`config.mk`:
```
export PLATFORM = sky130hd
export DESIGN_NAME = dac_lockout_powerup_chain
export DESIGN_NICKNAME = d
export VERILOG_FILES = /design/src/rtl/dac_ctrl_pkg.sv /design/src/rtl/serial_word_if.sv /design/src/rtl/serial_shifter.sv /design/src/rtl/dac_lockout_powerup_chain.sv
export SDC_FILE = /design/constraint.sdc
export NUM_CORES = 1
export LEC_CHECK = 0
export BUFFER_PORTS_ARGS = -buffer_cell sky130_fd_sc_hd__buf_2
export CAP_MARGIN = 40
export CORE_UTILIZATION = 35
export CTS_CLUSTER_DIAMETER = 200
export DETAILED_ROUTE_END_ITERATION = 6
export SYNTH_ARGS = -nofsm -noshare
export SYNTH_HDL_FRONTEND = slang
export SYNTH_HIERARCHICAL = 1
export SYNTH_SLANG_ARGS = --single-unit
```
`constraint.sdc`:
```
create_clock -name clock_in -period 2.1 [get_ports clock_in]
set_clock_uncertainty 0.15 [all_clocks]
set_input_delay 0.63 -clock clock_in [delete_from_list [all_inputs] [get_ports clock_in]]
set_output_delay 0.63 -clock clock_in [all_outputs]
set_load 0.1 [all_outputs]
```
`src/rtl/dac_ctrl_pkg.sv`:
```
package dac_ctrl_pkg;

    // -------------------------------------------------------------
    // Serial word layout
    // -------------------------------------------------------------
    localparam int          WORD_BITS = 16;     // Bits in one command word
    localparam int          CODE_BITS = 12;     // Bits of DAC data
    localparam int          NUM_DACS  = 4;      // Converter channels
    localparam int          CMD_MSB   = 15;     // Top bit of command nibble
    localparam int          CMD_LSB   = 12;     // Low bit of command nibble
    localparam int          SEL_LSB   = 14;     // Low bit of channel address
    localparam logic [4:0]  FULL_CNT  = 5'h10;  // Bit count of a full word

    // -------------------------------------------------------------
    // Command nibble {address, control}
    // -------------------------------------------------------------
    localparam logic [1:0] CTL_LOAD_IN   = 2'h1; // Load one input register
    localparam logic [1:0] CTL_LOAD_UPD  = 2'h3; // Load one, update all
    localparam logic [3:0] CMD_NOP       = 4'h0; // no_operation_command
    localparam logic [3:0] CMD_UPO_LOW   = 4'h2; // User output low
    localparam logic [3:0] CMD_UPDATE    = 4'h4; // Input to DAC, wake
    localparam logic [3:0] CMD_UPO_HIGH  = 4'h6; // User output high
    localparam logic [3:0] CMD_LOAD_ALL  = 4'h8; // Shift reg to all, wake
    localparam logic [3:0] CMD_MODE0     = 4'ha; // Falling edge out, update
    localparam logic [3:0] CMD_SHUTDOWN  = 4'hc; // Shutdown if unlocked
    localparam logic [3:0] CMD_MODE1     = 4'he; // Rising edge out, update

    // -------------------------------------------------------------
    // Values after reset
    // -------------------------------------------------------------
    localparam logic [11:0] CODE_RESET = 12'h000; // Zero code
    localparam logic        MODE_RESET = 1'b0;    // Falling-edge mode
    localparam logic        UPO_RESET  = 1'b0;    // User output low

    // Power state, one-hot
    typedef enum logic [1:0] {
        ST_RUN  = 2'b01,
        ST_SHUT = 2'b10
    } power_state_t;

endpackage

```
`src/rtl/serial_word_if.sv`:
```
`timescale 1ns/10ps
// Word hand-over between the serial front end and the control core
interface serial_word_if;
    logic [15:0] word;       // Last sixteen bits of the frame
    logic        word_valid; // One-cycle pulse at frame end
    logic        rise_mode;  // 1: output on rising edge

    modport shifter (output word, output word_valid, input rise_mode);
    modport core    (input word, input word_valid, output rise_mode);
endinterface

```
`src/rtl/serial_shifter.sv`:
```
`timescale 1ns/10ps
module serial_shifter
    import dac_ctrl_pkg::*;
(
    input  wire logic      clock_in,   // System clock
    input  wire logic      resetn_in,  // Async reset, active low
    input  wire logic      sclk_in,    // Serial clock pin
    input  wire logic      din_in,     // Serial data pin
    input  wire logic      cs_n_in,    // Chip select pin, active low
    output logic           dout_out,   // Serial data out pin
    serial_word_if.shifter sif         // Words to the core
);

    // -------------------------------------------------------------
    // State
    // -------------------------------------------------------------
    typedef struct packed {
        logic        sclk_m;  // Synchroniser first stages
        logic        din_m;
        logic        cs_m;
        logic        sclk_s;  // Synchronised levels
        logic        din_s;
        logic        cs_s;
        logic        sclk_d;  // Delayed copies for edge finding
        logic        cs_d;
        logic [15:0] sr;      // Shift register
        logic        s16;     // Seventeenth stage, feeds half-cycle lag
        logic        dout;    // Output bit
        logic [4:0]  cnt;     // Bits this frame, saturating
        logic        valid;   // Word pulse
        logic [15:0] word;    // Captured word
    } shift_state_t;

    shift_state_t q_r;
    shift_state_t q_nxt;
    logic         rise;       // Serial clock rising edge
    logic         fall;       // Serial clock falling edge
    logic         cs_rise;    // End of frame

    assign rise    = q_r.sclk_s & ~q_r.sclk_d;
    assign fall    = ~q_r.sclk_s & q_r.sclk_d;
    assign cs_rise = q_r.cs_s & ~q_r.cs_d;

    // -------------------------------------------------------------
    // Next state
    // -------------------------------------------------------------
    // Data and clock pass equal sync depth, so they stay aligned
    always_comb begin
        q_nxt        = q_r;
        q_nxt.sclk_m = sclk_in;
        q_nxt.din_m  = din_in;
        q_nxt.cs_m   = cs_n_in;
        q_nxt.sclk_s = q_r.sclk_m;
        q_nxt.din_s  = q_r.din_m;
        q_nxt.cs_s   = q_r.cs_m;
        q_nxt.sclk_d = q_r.sclk_s;
        q_nxt.cs_d   = q_r.cs_s;
        q_nxt.valid  = 1'b0;
        // Deselected part ignores the shared data line
        if (!q_r.cs_s) begin  // RULE_05
            if (rise) begin
                // Older bits fall out the top toward the next device
                q_nxt.sr  = {q_r.sr[14:0], q_r.din_s};  // RULE_04
                q_nxt.s16 = q_r.sr[15];
                if (sif.rise_mode) begin
                    q_nxt.dout = q_r.sr[15];  // RULE_09
                end
                if (q_r.cnt != FULL_CNT) begin
                    q_nxt.cnt = q_r.cnt + 5'h01;
                end
            end
            if (fall && !sif.rise_mode) begin
                q_nxt.dout = q_r.s16;  // RULE_09
            end
        end
        // Only the latest sixteen bits count, so long chained frames work
        if (cs_rise) begin  // RULE_11 RULE_12
            q_nxt.valid = (q_r.cnt == FULL_CNT);
            q_nxt.word  = q_r.sr;
            q_nxt.cnt   = 5'h00;
        end
    end

    // -------------------------------------------------------------
    // Registers
    // -------------------------------------------------------------
    // Chip select resets high so no false frame end is seen
    always_ff @(posedge clock_in or negedge resetn_in) begin
        if (!resetn_in) begin
            q_r      <= '0;
            q_r.cs_m <= 1'b1;
            q_r.cs_s <= 1'b1;
            q_r.cs_d <= 1'b1;
        end else begin
            q_r <= q_nxt;
        end
    end

    assign dout_out       = q_r.dout;
    assign sif.word       = q_r.word;
    assign sif.word_valid = q_r.valid;
endmodule

```
`src/rtl/dac_lockout_powerup_chain.sv`:
```
`timescale 1ns/10ps
// Contract
// (RULE_01) Lockout low blocks software shutdown
// (RULE_02) Lockout falling edge wakes, keeps old outputs
// (RULE_03) Wake needs no serial clock or command
// (RULE_04) Output feeds next device input in chain
// (RULE_05) Shared data line needs separate chip selects
// (RULE_06) Power-up clears input and DAC registers
// (RULE_07) Power-up selects falling-edge output mode
// (RULE_08) Shutdown command works only while unlocked
// (RULE_09) Output lags input 16.5 or 16 clocks
// (RULE_10) No-operation command leaves registers untouched
// (RULE_11) Word takes effect on chip select rise
// (RULE_12) Chained parts share one select, latch together
module dac_lockout_powerup_chain
    import dac_ctrl_pkg::*;
(
    input  wire logic         clock_in,              // System clock
    input  wire logic         resetn_in,             // Power-on reset
    input  wire logic         sclk_in,               // Serial clock
    input  wire logic         din_in,                // Serial data in
    input  wire logic         cs_n_in,               // Chip select
    input  wire logic         shutdown_lockout_n_in, // Lockout, low locks
    output logic              dout_out,              // Serial data out
    output logic              upo_out,               // User logic output
    output logic              shutdown_out,          // Part is shut down
    output logic              rise_mode_out,         // Output edge mode
    output logic [3:0][11:0]  dac_code_out           // DAC registers
);

    // -------------------------------------------------------------
    // State
    // -------------------------------------------------------------
    typedef struct packed {
        logic             lock_m;  // Lockout sync first stage
        logic             lock_s;  // Lockout synchronised
        logic             lock_d;  // Delayed, for falling edge
        power_state_t     state;   // Run or shutdown
        logic             mode;    // 1: rising-edge output
        logic             upo;     // User output level
        logic [3:0][11:0] in_reg;  // Input registers
        logic [3:0][11:0] dac_reg; // DAC registers
    } core_state_t;

    core_state_t   q_r;
    core_state_t   q_nxt;
    serial_word_if sif ();
    logic [3:0]    cmd;        // Command nibble
    logic [1:0]    sel;        // Channel address
    logic [11:0]   data;       // Data field
    logic          wake;       // Lockout falling edge

    assign cmd  = sif.word[CMD_MSB:CMD_LSB];
    assign sel  = sif.word[CMD_MSB:SEL_LSB];
    assign data = sif.word[CODE_BITS-1:0];
    assign wake = ~q_r.lock_s & q_r.lock_d;

    // -------------------------------------------------------------
    // Serial front end
    // -------------------------------------------------------------
    serial_shifter u_shifter (
        .clock_in  (clock_in),
        .resetn_in (resetn_in),
        .sclk_in   (sclk_in),
        .din_in    (din_in),
        .cs_n_in   (cs_n_in),
        .dout_out  (dout_out),
        .sif       (sif.shifter)
    );

    assign sif.rise_mode = q_r.mode;

    // -------------------------------------------------------------
    // Next state
    // -------------------------------------------------------------
    always_comb begin
        q_nxt        = q_r;
        q_nxt.lock_m = shutdown_lockout_n_in;
        q_nxt.lock_s = q_r.lock_m;
        q_nxt.lock_d = q_r.lock_s;
        // Wake runs on the system clock alone; DAC codes were kept
        if (wake && q_r.state == ST_SHUT) begin  // RULE_02 RULE_03
            q_nxt.state = ST_RUN;
        end
        if (sif.word_valid) begin  // RULE_11
            if (cmd[1:0] == CTL_LOAD_IN) begin
                q_nxt.in_reg[sel] = data;
            end else if (cmd[1:0] == CTL_LOAD_UPD) begin
                q_nxt.in_reg[sel] = data;
                q_nxt.dac_reg     = q_nxt.in_reg;
                q_nxt.state       = ST_RUN;
            end else begin
                case (cmd)
                    CMD_NOP: begin
                        q_nxt.upo = q_r.upo;  // RULE_10
                    end
                    CMD_UPO_LOW: begin
                        q_nxt.upo = 1'b0;
                    end
                    CMD_UPO_HIGH: begin
                        q_nxt.upo = 1'b1;
                    end
                    CMD_UPDATE: begin
                        q_nxt.dac_reg = q_r.in_reg;
                        q_nxt.state   = ST_RUN;
                    end
                    CMD_LOAD_ALL: begin
                        q_nxt.in_reg  = {NUM_DACS{data}};
                        q_nxt.dac_reg = {NUM_DACS{data}};
                        q_nxt.state   = ST_RUN;
                    end
                    CMD_MODE0: begin
                        q_nxt.mode    = 1'b0;
                        q_nxt.dac_reg = q_r.in_reg;
                    end
                    CMD_MODE1: begin
                        q_nxt.mode    = 1'b1;
                        q_nxt.dac_reg = q_r.in_reg;
                    end
                    CMD_SHUTDOWN: begin
                        // Locked part ignores it; a wake in the same
                        // cycle therefore never loses to it
                        if (q_r.lock_s) begin  // RULE_01 RULE_08
                            q_nxt.state = ST_SHUT;
                        end
                    end
                    default: begin
                        q_nxt.upo = q_r.upo;
                    end
                endcase
            end
        end
    end

    // -------------------------------------------------------------
    // Registers
    // -------------------------------------------------------------
    // Lockout assumed released at power-up; sync settles in two edges
    always_ff @(posedge clock_in or negedge resetn_in) begin
        if (!resetn_in) begin
            q_r.lock_m  <= 1'b1;
            q_r.lock_s  <= 1'b1;
            q_r.lock_d  <= 1'b1;
            q_r.state   <= ST_RUN;
            q_r.mode    <= MODE_RESET;                 // RULE_07
            q_r.upo     <= UPO_RESET;
            q_r.in_reg  <= {NUM_DACS{CODE_RESET}};     // RULE_06
            q_r.dac_reg <= {NUM_DACS{CODE_RESET}};     // RULE_06
        end else begin
            q_r <= q_nxt;
        end
    end

    assign upo_out       = q_r.upo;
    assign shutdown_out  = (q_r.state == ST_SHUT);
    assign rise_mode_out = q_r.mode;
    assign dac_code_out  = q_r.dac_reg;
endmodule

```
==> results of run 1 <==
-- where the power goes --
part | switching, mW | internal (mW)
sequential | 0.202 | 3.01
combinational | 0.392 | 0.320
clock | 1.22 | 2.03
total | 1.81 | 5.37
-- per-layer routing --
layer / track usage, % / up-vias / part of all wire [%]
met5: 0 / - / 0
met4: 5.92 / 0 / 2.0
met3: 3.57 / 27 / 3.9
met2: 26.3 / 131 / 46
met1: 23.5 / 2801 / 48
li1: - / 2619 / -
-- final cells by class --
class	count	area, sq um	share of cell area, %
Inverter	19	71.3	0.786
Clock inverter	10	168	1.85
Clock buffer	22	454	5.00
Sequential cell	151	3790	41.8
Tap cell	280	350	3.86
Timing Repair Buffer	114	881	9.70
Multi-Input combinational cell	442	3360	37.0
-- final timing paths --
path / to / slack [ps] / cells after the start / startpoint
setup / recovery: dac_code_out[6] / 40 / 1 / dac_code_out[6]
hold / removal: q_nxt[101] / 150 / 1 / shutdown_lockout_n_in
setup reg to reg: dac_code_out[20] / 80 / 7 / u_shifter/sif.word[13]
hold reg to reg: u_shifter/q_r[43] / 200 / 0 / u_shifter/q_nxt[43]
max in group asynchronous: q_nxt[101] / 650 / 3 / resetn_in
min in group asynchronous: dac_code_out[16] / 520 / 2 / resetn_in
-- sequential cells by signal (all words and copies together), names as in the netlist, 2 cells and up --
signal              count
u_shifter/q_r          25
dac_code_out           48
q_nxt                   2
u_shifter/q_nxt         5
u_shifter/sif.word     16
q_r                    51
-- synth_stat cells, drive strengths merged, types with 4 or more instances --
cell / number
dfrtp: 144
buf: 97
nand2: 79
o21ai: 72
mux2: 65
mux2i: 35
clkbuf: 32
a21oi: 21
o221ai: 21
nor2: 20
inv: 19
o211a: 14
o31ai: 14
o211ai: 8
a2bb2oi: 7
dfstp: 7
o221a: 7
o2bb2ai: 7
nor2b: 6
o22a: 6
a211oi: 5
a31oi: 4
a32o: 4
nand2b: 4
nand3: 4
nor3: 4
-- cells by family after synthesis --
family	Yosys count
flops	151
mux	100
compound gates	206
xor+xnor	2
simple gates	132
fa+ha+maj	2
buf+inv	148
-- metrics by stage --
step / setup TNS, ps / hold WS (ps)
2_1_floorplan: 0 / 181
3_3_place_gp: 0 / 182
3_5_place_dp: -52.5 / 186
4_1_cts: 0 / 128
5_1_grt: -17.0 / 127
6_report: 0 / 150
-- timing repair --
action                                  CTS  global route
endpoints found under the setup margin   21            19
pin swaps                                 1             1
hold endpoints to repair                 28             0
gates cloned                              0             1
resized for setup                         2             9
hold buffers                              1             0
setup buffers                             5             1
==> metrics.log, run 1 <==
INFO  metric cts-buffers-inserted = 17
INFO  metric pin_count = 58
INFO  metric timing_worst_slew_pin_value = 711 ps
INFO  metric grt_first_pass_wirelength = 31.1 mm
INFO  metric worst_setup_hold_path_clk_slew = 60 ps
INFO  metric floorplan.die_area = 23400 sq um
INFO  metric mappedNetlistNets = 749
INFO  metric ys_warn_count = 6
INFO  metric drt-pass1-iter-count = 5
INFO  metric worst_skew_pair.late_latency = 430 ps
INFO  metric worstHoldPathType = input pin to flop
INFO  metric synthesis.area_per_instance = 10.8 sq um
INFO  metric numPlacedInstances = 998
INFO  metric timing.final.crit_share = 98.0%
INFO  metric worst-endpoint-arrival = 1280 ps
INFO  metric synthDominantAreaCellType = dfrtp_1
INFO  metric antenna_violations_before_repair = 0
INFO  metric timing.final.max_slew_violations = 0
INFO  metric power_density_relative_to_cell_area = 790 nW/um^2
INFO  metric rsz_0062_raised_after_global_routing = yes
INFO  metric detail_route.drc_violations = 0
INFO  metric detailedPlacementHpwl = 12.8 mm
INFO  metric floorplan.die.width = 153 microns
INFO  metric worstPathBufferInverterCount = 1
INFO  metric vias = 5578
INFO  metric yosys.area_share.xor_xnor = 0.313%
INFO  metric synth.top_cells.by_area = dfrtp_1, buf_4, mux2_2, o21ai_0, mux2i_1
INFO  metric period_minus_slack = 2060 ps
INFO  metric critical_path.cell_chain = buf_2
INFO  metric portBuffers = 57
INFO  metric crit_type = flop to output port
INFO  metric outcome = completed
INFO  metric worst_path_dominant_cell_family = buffers and inverters
INFO  metric fraction_of_the_mapped_netlist_area_in_simple_logic_gates = 8.03%
INFO  metric floorplan.initialDensity = 36.2%
INFO  metric final_hold_viol_count = 0
INFO  metric synth.lib_cells_used.distinct = 64
INFO  metric layout.cells.most_common = dfrtp_1
INFO  metric syn2layout_area_growth = 13.6%
INFO  metric ir_drop_worst_vdd = 466 uV
INFO  metric grt_max_degree = 43
INFO  metric die_y = 153 microns
INFO  metric place_area = 8340 sq um
INFO  metric synthMuxAreaShare = 14.6%
INFO  metric num-fill-cells = 2083
INFO  metric ant_nets = 0
INFO  metric synth_compound_gate_area_share = 18.2%
INFO  metric cp-end-kind = output port
INFO  metric post-route-worst-setup-slack = 42.5 ps
INFO  metric crit_path_required_time = 1320 ps
INFO  metric layout.core_utilization = 41.1%
INFO  metric groute.usage.overall = 17.0%
INFO  metric wire_per_inst = 18.5 microns
INFO  metric post-synth-top-area-fraction = 45.1%
INFO  metric design.core.area = 22100 sq um
INFO  metric syn-instance-count = 741
INFO  metric synth_top_family_by_area = compound AO/OA/AOI/OAI gates
INFO  metric grt_overflow = 0
INFO  metric layout-drive-gt1-share = 32.3%
INFO  metric timing.slew.headroom = 52.6%
INFO  metric yosys_register_bits = 151
INFO  metric worst_setup_path_start_kind = flop
INFO  metric placement.setup.worst_slack = -48.5 ps
INFO  metric most-common-layout-cells = dfrtp_1, nand2_1, o21ai_0
INFO  metric ctsHtreeMaxLevel = 4
INFO  metric post_synth_instance_area = 7990 sq um
INFO  metric crit_fanout = 2
INFO  metric number_of_global_route_vias_before_repair = 5530
INFO  metric synth.yosys.seq_area_share = 47.4%
INFO  metric gp_routability_congestion = 0.800
INFO  metric clk_path_buf_depth = 2
INFO  metric max-cap-violations = 0
INFO  metric instances_no_fill = 1038
INFO  metric synth_async_sr_flop_share = 100%
INFO  metric finalPower = 7.18 mW
INFO  metric synthAdderAreaFrac = 0.313%
INFO  metric diodes = 0
INFO  metric tritoncts_clock_tree = built
INFO  metric routed_wire_length = 19.2 mm
INFO  metric critPathMaxStageDelay = 460 ps
INFO  metric synth_enable_flop_cells = 0
INFO  metric clock_sinks = 151
INFO  metric power_leakage = 4.27 nW
INFO  metric critPathSlowestCell = buf_2
INFO  metric finalNetCount = 753
INFO  metric drt_first_iter_violations = 376
INFO  metric vias_per_cell = 5.37
INFO  metric final_cell_area = 9080 sq um
INFO  metric num_rows = 54
INFO  metric setup_viol = 0
INFO  metric ys_dominant_reg_cell = dfrtp_1
INFO  metric cts-root-buf = clkbuf_16
INFO  metric clock.fmax = 486 MHz
No activity file was read; power rests on OpenSTA's default activity.
==> inputs of run 2 (changes only) <==
- CORE_UTILIZATION: 35 -> 40
==> metrics.log, run 2 (synthesized netlist as in run 1, its figures left out) <==
INFO  metric grt_first_pass_wirelength = 31.1 mm (about the same)
INFO  metric ctsHtreeMaxLevel = 4 (unchanged)
INFO  metric ir_drop_worst_vdd = 530 uV (was 466 uV)
INFO  metric layout.core_utilization = 46.9% (was 41.1%)
INFO  metric power_leakage = 4.30 nW (was 4.27 nW)
INFO  metric detail_route.drc_violations = 0 (unchanged)
INFO  metric wire_per_inst = 19.1 microns (was 18.5 microns)
INFO  metric period_minus_slack = 2090 ps (was 2060 ps)
INFO  metric cp-end-kind = flop (was output port)
INFO  metric place_area = 8320 sq um (was 8340 sq um)
INFO  metric routed_wire_length = 19.7 mm (was 19.2 mm)
INFO  metric timing.hold.worst_path_depth = 1 (unchanged)
INFO  metric most-common-layout-cells = dfrtp_1, nand2_1, o21ai_0 (unchanged)
INFO  metric finalNetCount = 761 (was 753)
INFO  metric power_density_relative_to_cell_area = 791 nW/um^2 (was 790 nW/um^2)
INFO  metric largest_register_ffs = 51 (unchanged)
INFO  metric crit_path_required_time = 2260 ps (was 1320 ps)
INFO  metric timing.slew.headroom = 54.8% (was 52.6%)
INFO  metric max-cap-violations = 0 (unchanged)
INFO  metric syn2layout_area_growth = 14.5% (was 13.6%)
INFO  metric worst-endpoint-arrival = 2250 ps (was 1280 ps)
INFO  metric number_of_global_route_vias_before_repair = 5634 (was 5530)
INFO  metric worst_setup_path_start_kind = flop (unchanged)
INFO  metric die_y = 143 microns (was 153 microns)
INFO  metric setup_tns = 0 ps (unchanged)
INFO  metric drt-pass1-iter-count = 5 (unchanged)
INFO  metric detailedPlacementHpwl = 13.3 mm (was 12.8 mm)
INFO  metric final_hold_viol_count = 0 (unchanged)
INFO  metric pin_count = 58 (unchanged)
INFO  metric layout.cells.most_common = dfrtp_1 (unchanged)
INFO  metric timing.final.max_slew_violations = 0 (unchanged)
INFO  metric design.core.area = 19500 sq um (was 22100 sq um)
INFO  metric num_rows = 51 (was 54)
INFO  metric antenna_violations_before_repair = 0 (unchanged)
INFO  metric worst_skew_pair.late_latency = 430 ps (about the same)
INFO  metric outcome = completed (unchanged)
INFO  metric vias_per_cell = 5.62 (was 5.37)
INFO  metric cts-root-buf = clkbuf_16 (unchanged)
INFO  metric layout-drive-gt1-share = 33.8% (was 32.3%)
INFO  metric final_cell_area = 9150 sq um (was 9080 sq um)
INFO  metric floorplan.die.width = 143 microns (was 153 microns)
INFO  metric grt_max_degree = 53 (was 43)
INFO  metric placement.setup.worst_slack = -106 ps (was -48.5 ps)
INFO  metric groute.usage.overall = 20.2% (was 17.0%)
INFO  metric diodes = 0 (unchanged)
INFO  metric whs = 144 ps (was 150 ps)
INFO  metric cts-buffers-inserted = 17 (unchanged)
INFO  metric numPlacedInstances = 991 (was 998)
INFO  metric clk_path_buf_depth = 2 (unchanged)
INFO  metric setup_viol = 0 (unchanged)
INFO  metric drt_first_iter_violations = 474 (was 376)
INFO  metric instances_no_fill = 1031 (was 1038)
INFO  metric vias = 5790 (was 5578)
INFO  metric timing.final.crit_share = 99.4% (was 98.0%)
INFO  metric worst_setup_hold_path_clk_slew = 60 ps (about the same)
INFO  metric ant_nets = 0 (unchanged)
INFO  metric timing_worst_slew_pin_value = 678 ps (was 711 ps)
INFO  metric floorplan.initialDensity = 40.9% (was 36.2%)
INFO  metric portBuffers = 57 (unchanged)
INFO  metric clock.fmax = 479 MHz (was 486 MHz)
INFO  metric crit_fanout = 23 (was 2)
INFO  metric finalPower = 7.24 mW (was 7.18 mW)
INFO  metric worst_r2r_path_depth = 7 (unchanged)
INFO  metric clock_sinks = 151 (unchanged)
INFO  metric gp_routability_congestion = 0.862 (was 0.800)
INFO  metric crit_type = flop to flop (was flop to output port)
INFO  metric post-route-worst-setup-slack = 13.2 ps (was 42.5 ps)
INFO  metric grt_overflow = 0 (unchanged)
INFO  metric max_flop_register = q_r (unchanged)
INFO  metric floorplan.die_area = 20500 sq um (was 23400 sq um)
INFO  metric worstHoldPathType = input pin to flop (unchanged)
INFO  metric tritoncts_clock_tree = built (unchanged)
## run 2: cell count changes in the layout (fill, tap and decap cells not counted), sizes merged
cell      change
inv           -3
clkbuf        +1
nand2         +1
buf           +5
clkinvlp      +3
clkinv        +1
## run 2: cell type report
| type | count | area (sq um) |
|---|---|---|
| tap | 265 | 332 |
| multi-input combinational | 443 | 3440 |
| clock inverter | 11 | 173 |
| inverter | 19 | 71.3 |
| clock buffer | 21 | 460 |
| fill | 1781 | 10400 |
| sequential | 151 | 3790 |
| timing repair buffer | 121 | 888 |
## run 2: worst max-delay path: stages, from the launching register on
cell and delay, ps:
dfrtp_1 410, buf_4 170, buf_6 180, and3b_1 250
a211oi_4 250, buf_12 180, mux2i_1 250, o21ai_0 110
## run 2: final timing paths
check                                       start                   to  slack, ps
max in group asynchronous               resetn_in              q_r[56]        610
max reg2reg                u_shifter/sif.word[13]     dac_code_out[40]         10
min reg2reg                   u_shifter/q_nxt[44]  u_shifter/q_nxt[41]        200
min                                       cs_n_in  u_shifter/q_nxt[42]        140
max                        u_shifter/sif.word[13]     dac_code_out[40]         10
min in group asynchronous               resetn_in     dac_code_out[40]        530
## run 2: power by group
part	internal, mW	leakage (nW)	switching (mW)
Sequential	3.01	2.05	0.172
Clock	2.05	0.296	1.23
Combinational	0.334	1.95	0.432
## run 2: routing by layer
layer  wire length, microns  GRT usage [%]
met4                    566           9.74
met2                   9440           32.1
met5                      0              0
met3                   1020           3.60
met1                   8680           26.6
## run 2: what timing repair did
item | CTS | global route
cloned | 1 | 1
pin swaps | 4 | 4
buffers inserted | 0 | 5
resized for setup | 13 | 13
hold endpoints to repair | 34 | 0
hold buffers | 1 | 0
setup endpoints to repair | 86 | 68
